$ cat src/design/itas_pkg.sv
package itas_pkg;
   // ********************************
   // register map
   // ********************************
   localparam int unsigned AW             = 32;
   localparam int unsigned DW             = 16;
   localparam logic [31:0] CAUSE_ADDR     = 32'h5000_1380;
   localparam logic [31:0] CTRL_ADDR      = 32'h5000_1300;
   localparam logic [31:0] TARGET_ADDR    = 32'h5000_1304;
   localparam logic [31:0] DATA_CMD_ADDR  = 32'h5000_1310;
   localparam logic [31:0] CLR_ABORT_ADDR = 32'h5000_1354;
   localparam logic [31:0] ENABLE_ADDR    = 32'h5000_136c;
   localparam logic [31:0] STATUS_ADDR    = 32'h5000_13a0;
   // ********************************
   // abort cause bit positions
   // ********************************
   localparam int unsigned B_SLV_RD_MISUSE = 15;
   localparam int unsigned B_SLV_LOST      = 14;
   localparam int unsigned B_SLV_FLUSH     = 13;
   localparam int unsigned B_ARBITRATION_LOST_FLAG      = 12;
   localparam int unsigned B_MST_DIS       = 11;
   localparam int unsigned B_TEN_RD_NORST  = 10;
   localparam int unsigned B_SBYTE_NORST   = 9;
   localparam int unsigned B_HS_NORST      = 8;
   localparam int unsigned B_SBYTE_ACKED   = 7;
   localparam int unsigned B_HS_ACKED      = 6;
   localparam int unsigned B_GCALL_READ    = 5;
   localparam int unsigned B_GCALL_UNACK   = 4;
   localparam int unsigned B_DATA_UNACK    = 3;
   localparam int unsigned B_TEN2_UNACK    = 2;
   localparam int unsigned B_TEN1_UNACK    = 1;
   localparam int unsigned B_SEVEN_UNACK   = 0;
   // ********************************
   // control fields
   // ********************************
   localparam int unsigned CTL_MST_EN   = 0;
   localparam int unsigned CTL_TEN_BIT  = 1;
   localparam int unsigned CTL_HS_MODE  = 2;
   localparam int unsigned CTL_RESTART  = 5;
   localparam int unsigned TAR_GC_START = 10;
   localparam int unsigned TAR_CMD_SEL  = 11;
   localparam int unsigned DC_READ      = 8;
   localparam int unsigned DC_GC_READ   = 9;
   localparam int unsigned EN_BIT       = 0;
   localparam int unsigned ST_IRQ       = 0;
   localparam int unsigned ST_EN        = 1;
   localparam int unsigned ST_SB_CAUSE  = 2;
   localparam logic [15:0] CAUSE_RST    = 16'h0000;
   localparam logic [15:0] CTRL_RST     = 16'h0021;
   localparam logic [15:0] TARGET_RST   = 16'h0000;
   localparam logic        EN_RST       = 1'b0;
   typedef enum logic [2:0] {
      ack_seven  = 3'h0,
      ack_ten1   = 3'h1,
      ack_ten2   = 3'h3,
      ack_data   = 3'h2,
      ack_gcall  = 3'h6,
      ack_sbyte  = 3'h7,
      ack_hscode = 3'h5
   } itas_ack_e;
endpackage

$ cat src/design/itas_top.sv
// Design decision made here: the plain strobed port.
`timescale 1ns/1ps
module itas_top (
   input  wire logic                      i_clk,
   input  wire logic                      i_rst,
   input  wire logic [itas_pkg::AW-1:0]   i_addr,
   input  wire logic [itas_pkg::DW-1:0]   i_wdata,
   input  wire logic                      i_wr,
   input  wire logic                      i_rd,
   output logic      [itas_pkg::DW-1:0]   o_rdata,
   input  wire logic                      i_scl,
   input  wire logic                      i_sda,
   input  wire logic                      i_mst_drv,
   input  wire logic                      i_mst_bit,
   input  wire logic                      i_slv_drv,
   input  wire logic                      i_slv_bit,
   input  wire logic                      i_slv_rd_busy,
   input  wire logic                      i_slv_rd_cmd,
   input  wire logic                      i_txf_empty,
   input  wire logic                      i_ack_stb,
   input  wire itas_pkg::itas_ack_e       i_ack_kind,
   input  wire logic                      i_ack_nak,
   output logic                           o_txf_wr,
   output logic      [9:0]                o_txf_data,
   output logic                           o_txf_flush,
   output logic                           o_rxf_flush,
   output logic                           o_halt,
   output logic                           o_tx_abort_irq
);
   import itas_pkg::*;

   // ********************************
   // registers
   // ********************************
   logic [15:0] cause_r;
   logic [15:0] cause_nxt;
   logic [15:0] ctrl_r;
   logic [15:0] target_r;
   logic        en_r;
   logic        irq_r;
   logic        irq_nxt;
   logic        sb_rearm_r;
   logic        halt_r;
   logic        txf_flush_r;
   logic        rxf_flush_r;
   logic        txf_wr_r;
   logic [9:0]  txf_data_r;
   logic [15:0] rdata_r;
   logic        scl_q1;
   logic        scl_q2;
   logic        scl_q3;
   logic        sda_q1;
   logic        sda_q2;

   // ********************************
   // address decode
   // ********************************
   wire ctrl_wr   = i_wr && (i_addr == CTRL_ADDR);
   wire target_wr = i_wr && (i_addr == TARGET_ADDR);
   wire en_wr     = i_wr && (i_addr == ENABLE_ADDR);
   wire dc_wr     = i_wr && (i_addr == DATA_CMD_ADDR);
   wire clr       = i_rd && (i_addr == CLR_ABORT_ADDR);

   // ********************************
   // configuration fields
   // ********************************
   wire mst_en   = ctrl_r[CTL_MST_EN];
   wire ten_bit  = ctrl_r[CTL_TEN_BIT];
   wire hs_mode  = ctrl_r[CTL_HS_MODE];
   wire no_rst   = !ctrl_r[CTL_RESTART];
   wire cmd_sel  = target_r[TAR_CMD_SEL];
   wire gc_start = target_r[TAR_GC_START];
   wire sbyte_sel = cmd_sel && gc_start;
   wire gcall_sel = cmd_sel && !gc_start;
   // start-byte cause as a level, so bit 9 can come back after a clear
   wire sb_cause = mst_en && no_rst && sbyte_sel;

   wire [15:0] status_val = {13'h0000, sb_cause, en_r, irq_r};
   wire [15:0] rd_val =
      (i_addr == CAUSE_ADDR)     ? cause_r    :
      (i_addr == CTRL_ADDR)      ? ctrl_r     :
      (i_addr == TARGET_ADDR)    ? target_r   :
      (i_addr == ENABLE_ADDR)    ? {15'h0000, en_r} :
      (i_addr == STATUS_ADDR)    ? status_val :
      (i_addr == CLR_ABORT_ADDR) ? {15'h0000, irq_r} :
      16'h0000;

   // ********************************
   // software command word
   // ********************************
   // a data-command write while the slave is serving a read is the slave's answer
   wire slv_wr = dc_wr && i_slv_rd_busy;
   wire mst_wr = dc_wr && !i_slv_rd_busy;
   wire mst_ok = mst_wr && mst_en;
   wire wr_rd  = i_wdata[DC_READ];

   // ********************************
   // link sampling
   // ********************************
   // sampled data lags the clock by the synchroniser; the driving side
   // holds its bit through the high phase, so the compare stays valid
   wire scl_rise = scl_q2 && !scl_q3;
   wire mst_miss = scl_rise && i_mst_drv && (sda_q2 != i_mst_bit);
   wire slv_miss = scl_rise && i_slv_drv && (sda_q2 != i_slv_bit);

   // ********************************
   // cause events
   // ********************************
   wire ack_ok  = i_ack_stb && !i_ack_nak;
   wire ack_nak = i_ack_stb && i_ack_nak;
   logic [15:0] set_vec;
   assign set_vec[B_SLV_RD_MISUSE] = slv_wr && wr_rd;
   assign set_vec[B_SLV_LOST]      = slv_miss;
   assign set_vec[B_SLV_FLUSH]     = i_slv_rd_cmd && !i_txf_empty;
   assign set_vec[B_ARBITRATION_LOST_FLAG]      = mst_miss || slv_miss;
   assign set_vec[B_MST_DIS]       = mst_wr && !mst_en;
   assign set_vec[B_TEN_RD_NORST]  = mst_ok && no_rst && ten_bit && wr_rd;
   assign set_vec[B_SBYTE_NORST]   = (mst_ok && sb_cause)
                                   || (sb_rearm_r && sb_cause);
   assign set_vec[B_HS_NORST]      = mst_ok && no_rst && hs_mode;
   assign set_vec[B_SBYTE_ACKED]   = ack_ok && (i_ack_kind == ack_sbyte);
   assign set_vec[B_HS_ACKED]      = ack_ok && hs_mode
                                   && (i_ack_kind == ack_hscode);
   assign set_vec[B_GCALL_READ]    = mst_ok && gcall_sel && i_wdata[DC_GC_READ];
   assign set_vec[B_GCALL_UNACK]   = ack_nak && (i_ack_kind == ack_gcall);
   // acknowledge strobes only come from the master side
   assign set_vec[B_DATA_UNACK]    = ack_nak && (i_ack_kind == ack_data);
   assign set_vec[B_TEN2_UNACK]    = ack_nak && ten_bit
                                   && (i_ack_kind == ack_ten2);
   assign set_vec[B_TEN1_UNACK]    = ack_nak && ten_bit
                                   && (i_ack_kind == ack_ten1);
   assign set_vec[B_SEVEN_UNACK]   = ack_nak && !ten_bit
                                   && (i_ack_kind == ack_seven);

   wire any_set = |set_vec;
   // a fresh event beats a clear in the same cycle
   assign cause_nxt = (clr ? CAUSE_RST : cause_r) | set_vec;
   assign irq_nxt   = (clr ? 1'b0 : irq_r) | any_set;
   // rejected writes never reach the fifo
   wire push = dc_wr && en_r && !any_set;

   // ********************************
   // sequential logic
   // ********************************
   always_ff @(posedge i_clk or posedge i_rst) begin
      if (i_rst) begin
         scl_q1 <= 1'b1;
         scl_q2 <= 1'b1;
         scl_q3 <= 1'b1;
         sda_q1 <= 1'b1;
         sda_q2 <= 1'b1;
      end else begin
         scl_q1 <= i_scl;
         scl_q2 <= scl_q1;
         scl_q3 <= scl_q2;
         sda_q1 <= i_sda;
         sda_q2 <= sda_q1;
      end
   end

   always_ff @(posedge i_clk or posedge i_rst) begin
      if (i_rst) begin
         ctrl_r   <= CTRL_RST;
         target_r <= TARGET_RST;
         en_r     <= EN_RST;
      end else begin
         if (ctrl_wr) begin
            ctrl_r <= i_wdata;
         end
         if (target_wr) begin
            target_r <= i_wdata;
         end
         if (en_wr) begin
            en_r <= i_wdata[EN_BIT];
         end
      end
   end

   always_ff @(posedge i_clk or posedge i_rst) begin
      if (i_rst) begin
         cause_r    <= CAUSE_RST;
         irq_r      <= 1'b0;
         sb_rearm_r <= 1'b0;
      end else begin
         cause_r    <= cause_nxt;
         irq_r      <= irq_nxt;
         sb_rearm_r <= clr && sb_cause && cause_r[B_SBYTE_NORST];
      end
   end

   always_ff @(posedge i_clk or posedge i_rst) begin
      if (i_rst) begin
         halt_r      <= 1'b0;
         txf_flush_r <= 1'b1;
         rxf_flush_r <= 1'b1;
      end else begin
         halt_r      <= any_set;
         txf_flush_r <= any_set || !en_r;
         rxf_flush_r <= !en_r;
      end
   end

   always_ff @(posedge i_clk or posedge i_rst) begin
      if (i_rst) begin
         txf_wr_r   <= 1'b0;
         txf_data_r <= 10'h000;
         rdata_r    <= 16'h0000;
      end else begin
         txf_wr_r   <= push;
         txf_data_r <= push ? i_wdata[9:0] : txf_data_r;
         rdata_r    <= i_rd ? rd_val : 16'h0000;
      end
   end

   assign o_rdata        = rdata_r;
   assign o_txf_wr       = txf_wr_r;
   assign o_txf_data     = txf_data_r;
   assign o_txf_flush    = txf_flush_r;
   assign o_rxf_flush    = rxf_flush_r;
   assign o_halt         = halt_r;
   assign o_tx_abort_irq = irq_r;
endmodule

$ cat config.mk
export PLATFORM = sky130hd
export DESIGN_NAME = itas_top
export DESIGN_NICKNAME = d
export VERILOG_FILES = /design/src/design/itas_pkg.sv /design/src/design/itas_top.sv
export SDC_FILE = /design/constraint.sdc
export NUM_CORES = 1
export LEC_CHECK = 0
export BUFFER_PORTS_ARGS = -buffer_cell sky130_fd_sc_hd__buf_2
export CAP_MARGIN = 20
export CORE_MARGIN = 5
export CORE_UTILIZATION = 46
export DETAILED_ROUTE_END_ITERATION = 8
export GPL_TIMING_DRIVEN = 0
export PLACE_DENSITY_LB_ADDON = 0.05
export SLEW_MARGIN = 20
export SYNTH_ARGS = -nofsm -noshare
export SYNTH_HDL_FRONTEND = slang
export SYNTH_SLANG_ARGS = --single-unit
$ cat constraint.sdc
create_clock -name i_clk -period 5.37 [get_ports i_clk]
set_clock_uncertainty 0.15 [all_clocks]
set_input_delay 1.074 -clock i_clk [delete_from_list [all_inputs] [get_ports i_clk]]
set_output_delay 1.074 -clock i_clk [all_outputs]
set_load 0.02 [all_outputs]
==> results of run 1 <==
## cell type report
| class | instances | share of cell area |
|---|---|---|
| Buffer | 14 | 0.0136 |
| Clock buffer | 12 | 0.0337 |
| Clock inverter | 4 | 0.0117 |
| Inverter | 5 | 0.00462 |
| Multi-Input combinational cell | 214 | 0.329 |
| Sequential cell | 86 | 0.469 |
| Tap cell | 105 | 0.0285 |
| Timing Repair Buffer | 96 | 0.109 |
## routing by layer
layer | track usage | wire length [um] | up-vias | part of all wire
met5 | 0 | 0 | - | 0
met4 | 0.0632 | 139 | 0 | 0.015
met3 | 0.0417 | 526 | 10 | 0.057
met2 | 0.307 | 4390 | 76 | 0.48
met1 | 0.277 | 4140 | 1371 | 0.45
li1 | - | - | 1373 | -
## synthesized netlist by cell type, types with 3 or more instances
library cell and n:
nor3_1 4, nand2_1 34, mux2_2 43, dfrtp_1 77, and3_1 3, a211oi_1 14
nand3b_1 5, inv_1 5, nor2b_1 6, o21ai_0 26, a21o_1 4, nor2_1 20
nand2b_1 3, dfstp_2 9, nand4_1 3, nand4b_1 3, clkbuf_1 9, a22o_1 4
or4_1 3, nand3_1 5
## how the worst min path moves through the flow
stage	from	end	slack, ns	cells after the start
final	scl_q1$_DFF_PP1_	scl_q2$_DFF_PP1_	0.21	0
after global routing	scl_q1$_DFF_PP1_	scl_q2$_DFF_PP1_	0.22	0
after CTS	scl_q1$_DFF_PP1_	scl_q2$_DFF_PP1_	0.21	0
after detailed placement	scl_q1$_DFF_PP1_	scl_q2$_DFF_PP1_	0.20	0
after global placement	sda_q1$_DFF_PP1_	sda_q2$_DFF_PP1_	0.20	0
after floorplan	scl_q1$_DFF_PP1_	scl_q2$_DFF_PP1_	0.20	0
## critical path, stage by stage
cell,delay [ns]
buf_2,0.10
or4_1,0.58
nor4_2,0.56
nand4_1,0.47
clkbuf_1,0.34
nor2_1,0.26
a211oi_1,0.09
## registers in the layout, summed over array words and instances (netlist names)
name and count:
cause_r 16, ctrl_r 16, en_r 1, o_halt 1, o_rdata 16, o_rxf_flush 1, o_tx_abort_irq 1, o_txf_data 10
o_txf_flush 1, o_txf_wr 1, sb_rearm_r 1, scl_q1 1, scl_q2 1, scl_q3 1, sda_q1 1, sda_q2 1
target_r 16
## through the flow
| stage | total power [mW] | instances |
|---|---|---|
| global placement | 0.747 | 519 |
| finish | 1.21 | 536 |
| detailed placement | 0.752 | 520 |
| floorplan | 0.706 | 319 |
| global route | 1.27 | 536 |
| CTS | 1.22 | 536 |
## where the power goes
part           switching [mW]  total (mW)  internal, mW
Sequential            0.00582       0.663         0.657
Clock                   0.233       0.475         0.242
Combinational          0.0427      0.0744        0.0316
## cell usage in the layout (no fill, tap or decap), types with 2 or more instances in the layout
cell / Yosys / routed
nor4_1: 2 / 2
and4b_1: 2 / 2
buf_2: 2 / 97
and4_1: 2 / 2
clkbuf_1: 9 / 10
nor3_1: 4 / 4
xnor2_1: 2 / 2
nand4b_1: 3 / 3
o21ai_0: 26 / 26
inv_1: 5 / 4
clkinvlp_4: 0 / 2
nand4_1: 3 / 3
nor3b_1: 2 / 2
and3_1: 3 / 3
mux2_2: 43 / 43
nand2_1: 34 / 34
nor2b_1: 6 / 6
a22o_1: 4 / 4
a21o_1: 4 / 4
dfrtp_1: 77 / 77
clkbuf_8: 0 / 11
buf_4: 2 / 2
dfstp_2: 9 / 9
a22oi_1: 2 / 2
or4_1: 3 / 3
a211oi_1: 14 / 14
nand2b_1: 3 / 3
nor2_1: 20 / 20
nand2_2: 2 / 2
nand3_1: 5 / 5
nand3b_1: 5 / 5
## cells by family (layout without fill, tap and decap cells)
kind of cell,Yosys count,count (layout)
AO/OA/AOI/OAI,62,62
XOR/XNOR,2,2
buffers and inverters,19,131
flip-flops,86,86
multiplexers,44,44
AND/OR/NAND/NOR,106,106
==> results.md, run 1 <==
Logic synthesis:
- The combinational family with the most area after synthesis is simple AND/OR/NAND/NOR gates.
- In this run, synthesis inferred 0 flip-flops with an integrated enable.
- The post-synthesis adder-cell area fraction is 0.
- The total nets after synthesis is roughly 390.
- Of the total synthesized cell area, the portion taken by AND, OR, NAND and NOR gates is 0.157.
- Among all flip-flop cells after synthesis, the most frequent one is dfrtp_1.
- The largest total area in the synthesized netlist belongs to dfrtp_1.
- The portion of synthesized area spent on multiplexers is 0.131.
- The synthesized area per cell is between 10 and 15 sq um.
- In the synthesized netlist the async set-or-reset flop fraction comes to 1.00.
- Sorting the synthesized cells by area gives the leading types as dfrtp_1 51%, mux2_2 13%, dfstp_2 6.3%.
- The complex-gate fraction of the synthesized area is 0.111.
- In this run, distinct cell masters in the synthesized netlist total 50.
- The number of storage elements in the synthesis netlist is 86.
- The synthesized area is between 3000 and 4000 sq um.
- Of the synthesized area, sequential elements account for 0.575.
- Of the total synthesized cell area, the portion taken by XOR and XNOR cells is 0.00466.
- Yosys printed 0 warnings.
- The cell count after synthesis is approximately 320.
- The top-area cell type share of the netlist area is 0.512.

CTS:
- The number of resized instances in the post-cts repair step is 0.
- The setup fix buffers added after clock tree synthesis is 0.
- The clock tree from TritonCTS is yes.
- Clock tree synthesis inserted a total of 9 buffers.
- For this design, the CTS-stage hold fixing added 0 buffers.
- In this run the clock root is driven by a clkbuf_8.
- The number of levels the H-tree was split into is 3.
- The clock net in this run drives a total of 86 sinks.
- The clock network latency to the later pin of the worst-skew pair is 0.35 ns.
- No sink is reached through more buffers than the 2 on the longest clock path.
- After clock tree synthesis, the clock-pin slew on the worst setup and hold paths is approximately 0.090 ns.

Floorplan:
- In this run the horizontal extent of the chip is roughly 100 um.
- The core region is 8090 sq um.
- The vertical die dimension is 100 um.
- During I/O placement, the number of pins put on the boundary was between 90 and 100.
- In this run the core area contains 33 standard-cell rows.
- The initial utilization of the core area, before any placement, comes to 0.465.
- The total die area is approximately 10000 sq um.

Placement:
- In this run the tool buffered the top-level ports with 95 buffer cells.
- The instance area after placement is around 4400 sq um.
- The placed wire-length estimate is ~6800 um.
- At the placement stage, the worst setup path has a slack of 1.53 ns.
- Routability-driven placement finished with a final weighted congestion of between 0.8 and 0.9.

Worst setup path:
- The critical path start-end classification is in2reg.
- STA puts the critical path data arrival time at 3.50 ns.
- The critical-path maximum fanout is 10.
- The data required time at the worst endpoint is ~5.4 ns.
- The critical path ends at o_rdata[7]$_DFF_PP0_.
- The most critical setup path has its startpoint at i_addr[1].
- The worst setup path is launched from an input pin.
- The setup slack of the worst register-to-register path is between 3 and 4 ns.
- The end of the worst register-to-register path is o_txf_data[9]$_DFFE_PP0P_.
- The number of cells on the worst reg-to-reg path is 5.
- The worst setup path is captured at a flip-flop.
- The startpoint of the worst register-to-register path is ctrl_r[5]$_DFFE_PP1P_.

Drt:
- The number of design-rule violations left by the first detailed-router iteration is between 100 and 150.
- The DRC violations left is 0.
- Summing over every cut layer, the via total after detailed routing is around 2800.
- The detail route stage leaves a number of antenna-violating nets equal to 0.
- Wires add up to just over 9000 um.
- The first-pass detailed-route iteration total is 4.
- The per-cell routed wire length is about 17 um.
- In the routed layout, each cell is associated on average with a via count of 5.28.

Timing:
- Derived from the worst setup path, the maximum achievable clock frequency is approximately 0.3 GHz.
- Measured against its own limit, the worst slew margin works out to 0.524.
- Hold timing on the final database bottoms out at a slack of about 0.21 ns.
- The post-layout minimum cycle time is 3.43 ns.
- The number of pins with negative max-slew slack in the final report came to 0.
- The share of the clock period used by the worst path is 0.638.
- Setup violations remaining at the end of the flow were counted as 0.
- After layout, the worst setup slack is approximately 1.9 ns.
- For the pin with the worst max-slew slack, the measured transition is between 0.7 and 0.8 ns.
- The final count of hold timing violations was 0.
- The aggregate negative setup slack is 0 ns.
- Setup repair after global routing left no endpoint under its margin.

Cells and area:
- After routing the design area is 4610 sq um.
- The share of cells above drive strength 1 is 0.404.
- The multi-input combinational cells in the finished layout cover a total of between 1500 and 2000 sq um.
- From synthesis to final layout, the design area changed by 22.5%.
- At the end of the flow the core is filled with cells to 0.569.
- The number of inserted filler cells in the final layout is 748.
- The total number of nets in the final design is between 400 and 500.
- Summing all flip-flop and latch instances after layout gives roughly 2200 sq um.
- The count of inserted antenna diode cells is 0.

Global route:
- The overall fraction of global-route tracks in use is 0.197.
- The total overflow left after global routing is 0.
- The number of global-route vias before repair came to about 2900.
- The initial antenna violation count is 0.
- Entering global routing, the biggest net connects 53 pins.
- The first global-routing pass estimated 15400 um of wire.

Power and ir drop:
- For this design the ratio of total power to cell area is 263 nW/um^2.
- The peak supply drop is 0.139 mV.
- The leakage power total is 2.28 nW.

Flow run:
- The reported max-cap violation count is 0.

Run status:
- The flow ran to the end, and the final reports show no timing, DRC or antenna violations.

Worst hold path:
- In this run the worst hold path is classified as reg2reg.
No activity file was read; power rests on OpenSTA's default activity.
==> run 2: changes to the inputs <==
--- a/config.mk
+++ b/config.mk
@@ -5,6 +5,7 @@
 export SDC_FILE = /design/constraint.sdc
 export NUM_CORES = 1
 export LEC_CHECK = 0
+export ABC_AREA = 1
 export BUFFER_PORTS_ARGS = -buffer_cell sky130_fd_sc_hd__buf_2
 export CAP_MARGIN = 20
 export CORE_MARGIN = 5
==> constraint.sdc (replaced) <==
create_clock -name i_clk -period 3.6 [get_ports i_clk]
set_clock_uncertainty 0.15 [all_clocks]
set_input_delay 0.72 -clock i_clk [delete_from_list [all_inputs] [get_ports i_clk]]
set_output_delay 0.72 -clock i_clk [all_outputs]
set_load 0.02 [all_outputs]
==> run 2 against run 1 <==
  * Register-to-register slack worse by 1.5 ns
  * Clock power up 48%
  * Design area up 9.5%
  * Flip-flop and latch count unchanged
  * First-iteration DRC count up 46%
  * Core utilization up 0.38 points
  * Count of clock-buffer cells in the layout down 3
  * Routed wire length up 16%
  * Critical endpoint is now o_rdata[13]$_DFF_PP0_
==> results.md, run 2 <==
Run status:
- The flow ran to the end, and the final reports show no timing, DRC or antenna violations.

Logic synthesis:
- The XOR/XNOR share of the synthesized area is 0.00208 (-0.00257).
- The cell count after synthesis was 510 (+60%).
- The post-synthesis adder-cell area fraction is 0 (unchanged).
- The cell type with the highest aggregate area in the netlist is dfrtp_1.
- The complex-gate fraction of the synthesized area is 0.110 (-0.000953).
- The count of flip-flops with a built-in enable after synthesis was 0 (unchanged).
- The post-synthesis simple-gate area fraction is 0.283 (+0.127).
- The synthesized area is 4210 sq um (+12%).
- The count of synthesis-stage warnings from yosys is 0 (unchanged).
- By area, the combinational part of the netlist is dominated by simple AND/OR/NAND/NOR gates.
- The number of unique standard cell types used by synthesis is 37 (-26%).
- The top-area cell type share of the netlist area came to 0.458 (-0.0539).
- After synthesis, the cell types taking the most area are dfrtp_1 46%, nand2_1 11%, inv_1 5.8%.
- In the post-synthesis netlist, the cell with the most instances is nand2_1.
- Among all flip-flop cells after synthesis, the most frequent one is dfrtp_1.
- The proportion of synthesized area in mux cells is 0 (-0.131).
- The share of async-settable or async-resettable flops after synthesis is 1.00 (unchanged).
- The sequential share of the synthesized area is 0.514 (-0.0606).
- Counting instances in the post-synthesis netlist gives the leading cell types as 128 x nand2_1, 77 x dfrtp_1, 65 x inv_1, 43 x nor2_1, 39 x nand3_1.
- The synthesized area per cell is 8.25 sq um (-30%).
- The number of storage elements in the synthesis netlist is 86 (unchanged).
- The total nets after synthesis is 576 (+50%).

Worst setup path:
- The critical-path maximum fanout is 10 (unchanged).
- The path depth of the worst reg2reg path is 12 (+7).
- The data required time at the worst endpoint was 3.75 ns (-1.69 ns).
- The startpoint of the worst register-to-register path is sda_q2$_DFF_PP1_.
- The critical path start-end classification is in2reg.
- The endpoint of the worst setup timing path is o_rdata[13]$_DFF_PP0_.
- The arrival time at the worst endpoint came to 2.32 ns (-1.18 ns).
- The setup slack of the worst register-to-register path was 1.49 ns (-1.52 ns).
- The kind of end point of the critical path is a flip-flop.
- The end of the worst register-to-register path is o_txf_data[1]$_DFFE_PP0P_.
- The most critical setup path has its startpoint at i_addr[13].
- The critical path startpoint category is an input pin.

Drt:
- The DRC violations left is 0 (unchanged).
- The total number of vias was 3702 (+31%).
- The detailed-route vias per instance is 5.07 (-4.0%).
- The first-pass detailed-route iteration total is 5 (+1).
- The number of antenna-violating nets in the routed design is 0 (unchanged).
- The per-cell routed wire length is 14.6 um (-15%).
- The number of design-rule violations left by the first detailed-router iteration came to 183 (+46%).
- The total routed wirelength is 10700 um (+16%).

Cells and area:
- The share of cells above drive strength 1 is 0.288 (-0.116).
- The count of inserted antenna diode cells came to 0 (unchanged).
- The library cell used most frequently in the layout, excluding fill and tap cells, is nand2_1.
- The number of inserted filler cells in the final layout is 817 (+9.2%).
- The total number of nets in the final design is 683 (+39%).
- The area of combinational cells with multiple inputs is 1660 sq um (+9.5%).
- The library cells used most frequently in the layout, excluding fill and tap cells, are 128 x nand2_1, 103 x buf_2, 77 x dfrtp_1.
- The signed area change from the synthesized netlist to the final layout is 20.0%.
- The storage element area is 2160 sq um (unchanged).

Placement:
- The count of input and output buffers is 95 (unchanged).
- The global placer's final weighted congestion came to 0.880 (+7.7%).
- The placed wire-length estimate is 8220 um (+21%).

Power and ir drop:
- The part of the power in registers came to 0.538 (-0.009).
- The power share of the clock group is 0.382 (-0.010).
- The peak supply drop came to 0.209 mV (+50%).
- The total internal power is 1.37 mW (+47%).
- The reported net switching power was 0.471 mW (+67%).
- The overall power after layout is 1.84 mW (+52%).
- The net switching fraction of the power came to 0.256 (+0.0242).
- The leakage power total is 2.81 nW (+23%).
- The power per cell area is 364 nW/um^2 (+38%).
- The combinational share of power is 0.080 (+0.019).

Global route:
- The overall overflow remaining after global route came to 0 (unchanged).
- The overall fraction of global-route tracks in use came to 0.198 (+0.000401).
- The global-route wire length before repair is 17800 um (+16%).
- The largest net degree at the start of global routing was 58 (+9.4%).
- The initial antenna violation count is 0 (unchanged).
- The number of global-route vias before repair is 3573 (+22%).

Timing:
- Timing would allow up to about 0.46 GHz.
- In the finished design, the share of the clock period the worst path needs comes to 0.604.
- The post-layout minimum cycle time is ~2.2 ns.
- Setup repair after global routing left no endpoint under its margin.
- The number of pins with negative max-slew slack in the final report is 0 (unchanged).
- The final count of hold timing violations is 0 (unchanged).
- The total of endpoints with negative setup slack in the final report is 0 (unchanged).
- The pin slew with the least headroom to its limit is 0.475 ns (-0.233 ns).
- The aggregate negative setup slack is 0 ns (unchanged).
- The relative slew slack is 0.683 (+0.160).

CTS:
- The number of levels the H-tree was split into is 3 (unchanged).
- The number of resized instances in the post-cts repair step came to 0 (unchanged).
- The clock network latency to the later pin of the worst-skew pair is 0.35 ns (about the same).
- The clock buffer count from CTS is 9 (unchanged).
- The root buffer cell is clkbuf_8.
- The number of buffers between clock root and the deepest sink came to 2 (unchanged).
- The setup fix buffers added after clock tree synthesis was 0 (unchanged).
- The clock tree from TritonCTS is yes.
- The clock net sink count came to 86 (unchanged).
- The clock transition time at the flip-flop clock pins of the worst setup and hold paths is 0.10 ns (about the same).
- The number of buffers added to fix hold violations after cts is 0 (unchanged).

Worst hold path:
- The min-delay analysis places its worst path in the category in2async.

Floorplan:
- The number of I/O pins is 97 (unchanged).
- The initial cell density of the core is 0.478 (+0.0126).
- The number of rows created at floorplan is 34 (+3.0%).
- The total die area is 11200 sq um (+11%).
- The horizontal die dimension came to 106 um (+5.2%).
- The vertical die dimension is 106 um (+5.2%).
- The area of the core region is 8810 sq um (+8.8%).

Flow run:
- The reported max-cap violation count came to 0 (unchanged).
run 2: changes by cell type in the layout (fill, tap and decap cells not counted), sizes merged, moves of 14 or more:
cell / change
a211oi: -14
a21oi: +17
inv: +69
mux2: -43
nand2: +98
nand3: +38
nor2: +34
run 2: stage by stage:
step                std cells  hold WS [ns]  cell area, sq um  setup WS [ns]  utilization
CTS                       730         0.199              5050           1.44        0.573
floorplan                 510         0.195              4210          0.523            -
finish                    730         0.201              5050           1.43        0.573
global placement          713         0.196              4820         -0.503        0.547
detailed placement        714         0.197              4850           1.07        0.550
global route              730         0.215              5050           1.25        0.573
run 2: power by group through the flow:
stage                     combinational (mW)  sequential, mW  clock (mW)
after detailed placement               0.149            1.01           0
after global placement                 0.141            1.01           0
after global routing                   0.167           0.991       0.763
after CTS                              0.149           0.990       0.720
after floorplan                       0.0733            1.01           0
final                                  0.146           0.989       0.702
run 2: final cells by class:
class / count / area share
timing repair buffer: 96 / 0.0997
buffer: 17 / 0.0206
clock buffer: 9 / 0.0245
multi-input combinational: 334 / 0.329
sequential: 86 / 0.429
inverter: 73 / 0.0553
clock inverter: 7 / 0.0154
tap: 108 / 0.0268
run 2: layer usage:
layer  GRT usage  wire, um  up-vias
li1            -         -     1841
met1       0.281      4870     1737
met4      0.0453        75        0
met3      0.0397       686        7
met5           0         0        -
met2       0.315      5030      117
run 2: logic make-up after synthesis:
| family | Yosys count |
|---|---|
| compound gates | 77 |
| xor+xnor | 1 |
| buf+inv | 90 |
| flops | 86 |
| simple gates | 256 |
run 2: worst min path at each step:
stage	startpoint	endpoint	slack, ns	depth (start not counted)
final	i_rst	o_rdata[9]$_DFF_PP0_	0.20	2
after detailed placement	sda_q1$_DFF_PP1_	sda_q2$_DFF_PP1_	0.20	0
after CTS	i_rst	o_rdata[9]$_DFF_PP0_	0.20	2
after global routing	i_rst	o_rdata[12]$_DFF_PP0_	0.22	2
after global placement	sda_q1$_DFF_PP1_	sda_q2$_DFF_PP1_	0.20	0
after floorplan	scl_q1$_DFF_PP1_	scl_q2$_DFF_PP1_	0.20	0
run 2: critical path, cell delays in order:
cell and delay [ns]:
buf_2 0.10, inv_1 0.06, nand2_1 0.06, nor2_2 0.15, nand2_1 0.08, inv_2 0.08
nand3_2 0.11, inv_2 0.13, nand3_4 0.13, inv_2 0.16, buf_4 0.20, a21oi_1 0.06
nand2_1 0.10, o211ai_1 0.09, inv_1 0.08
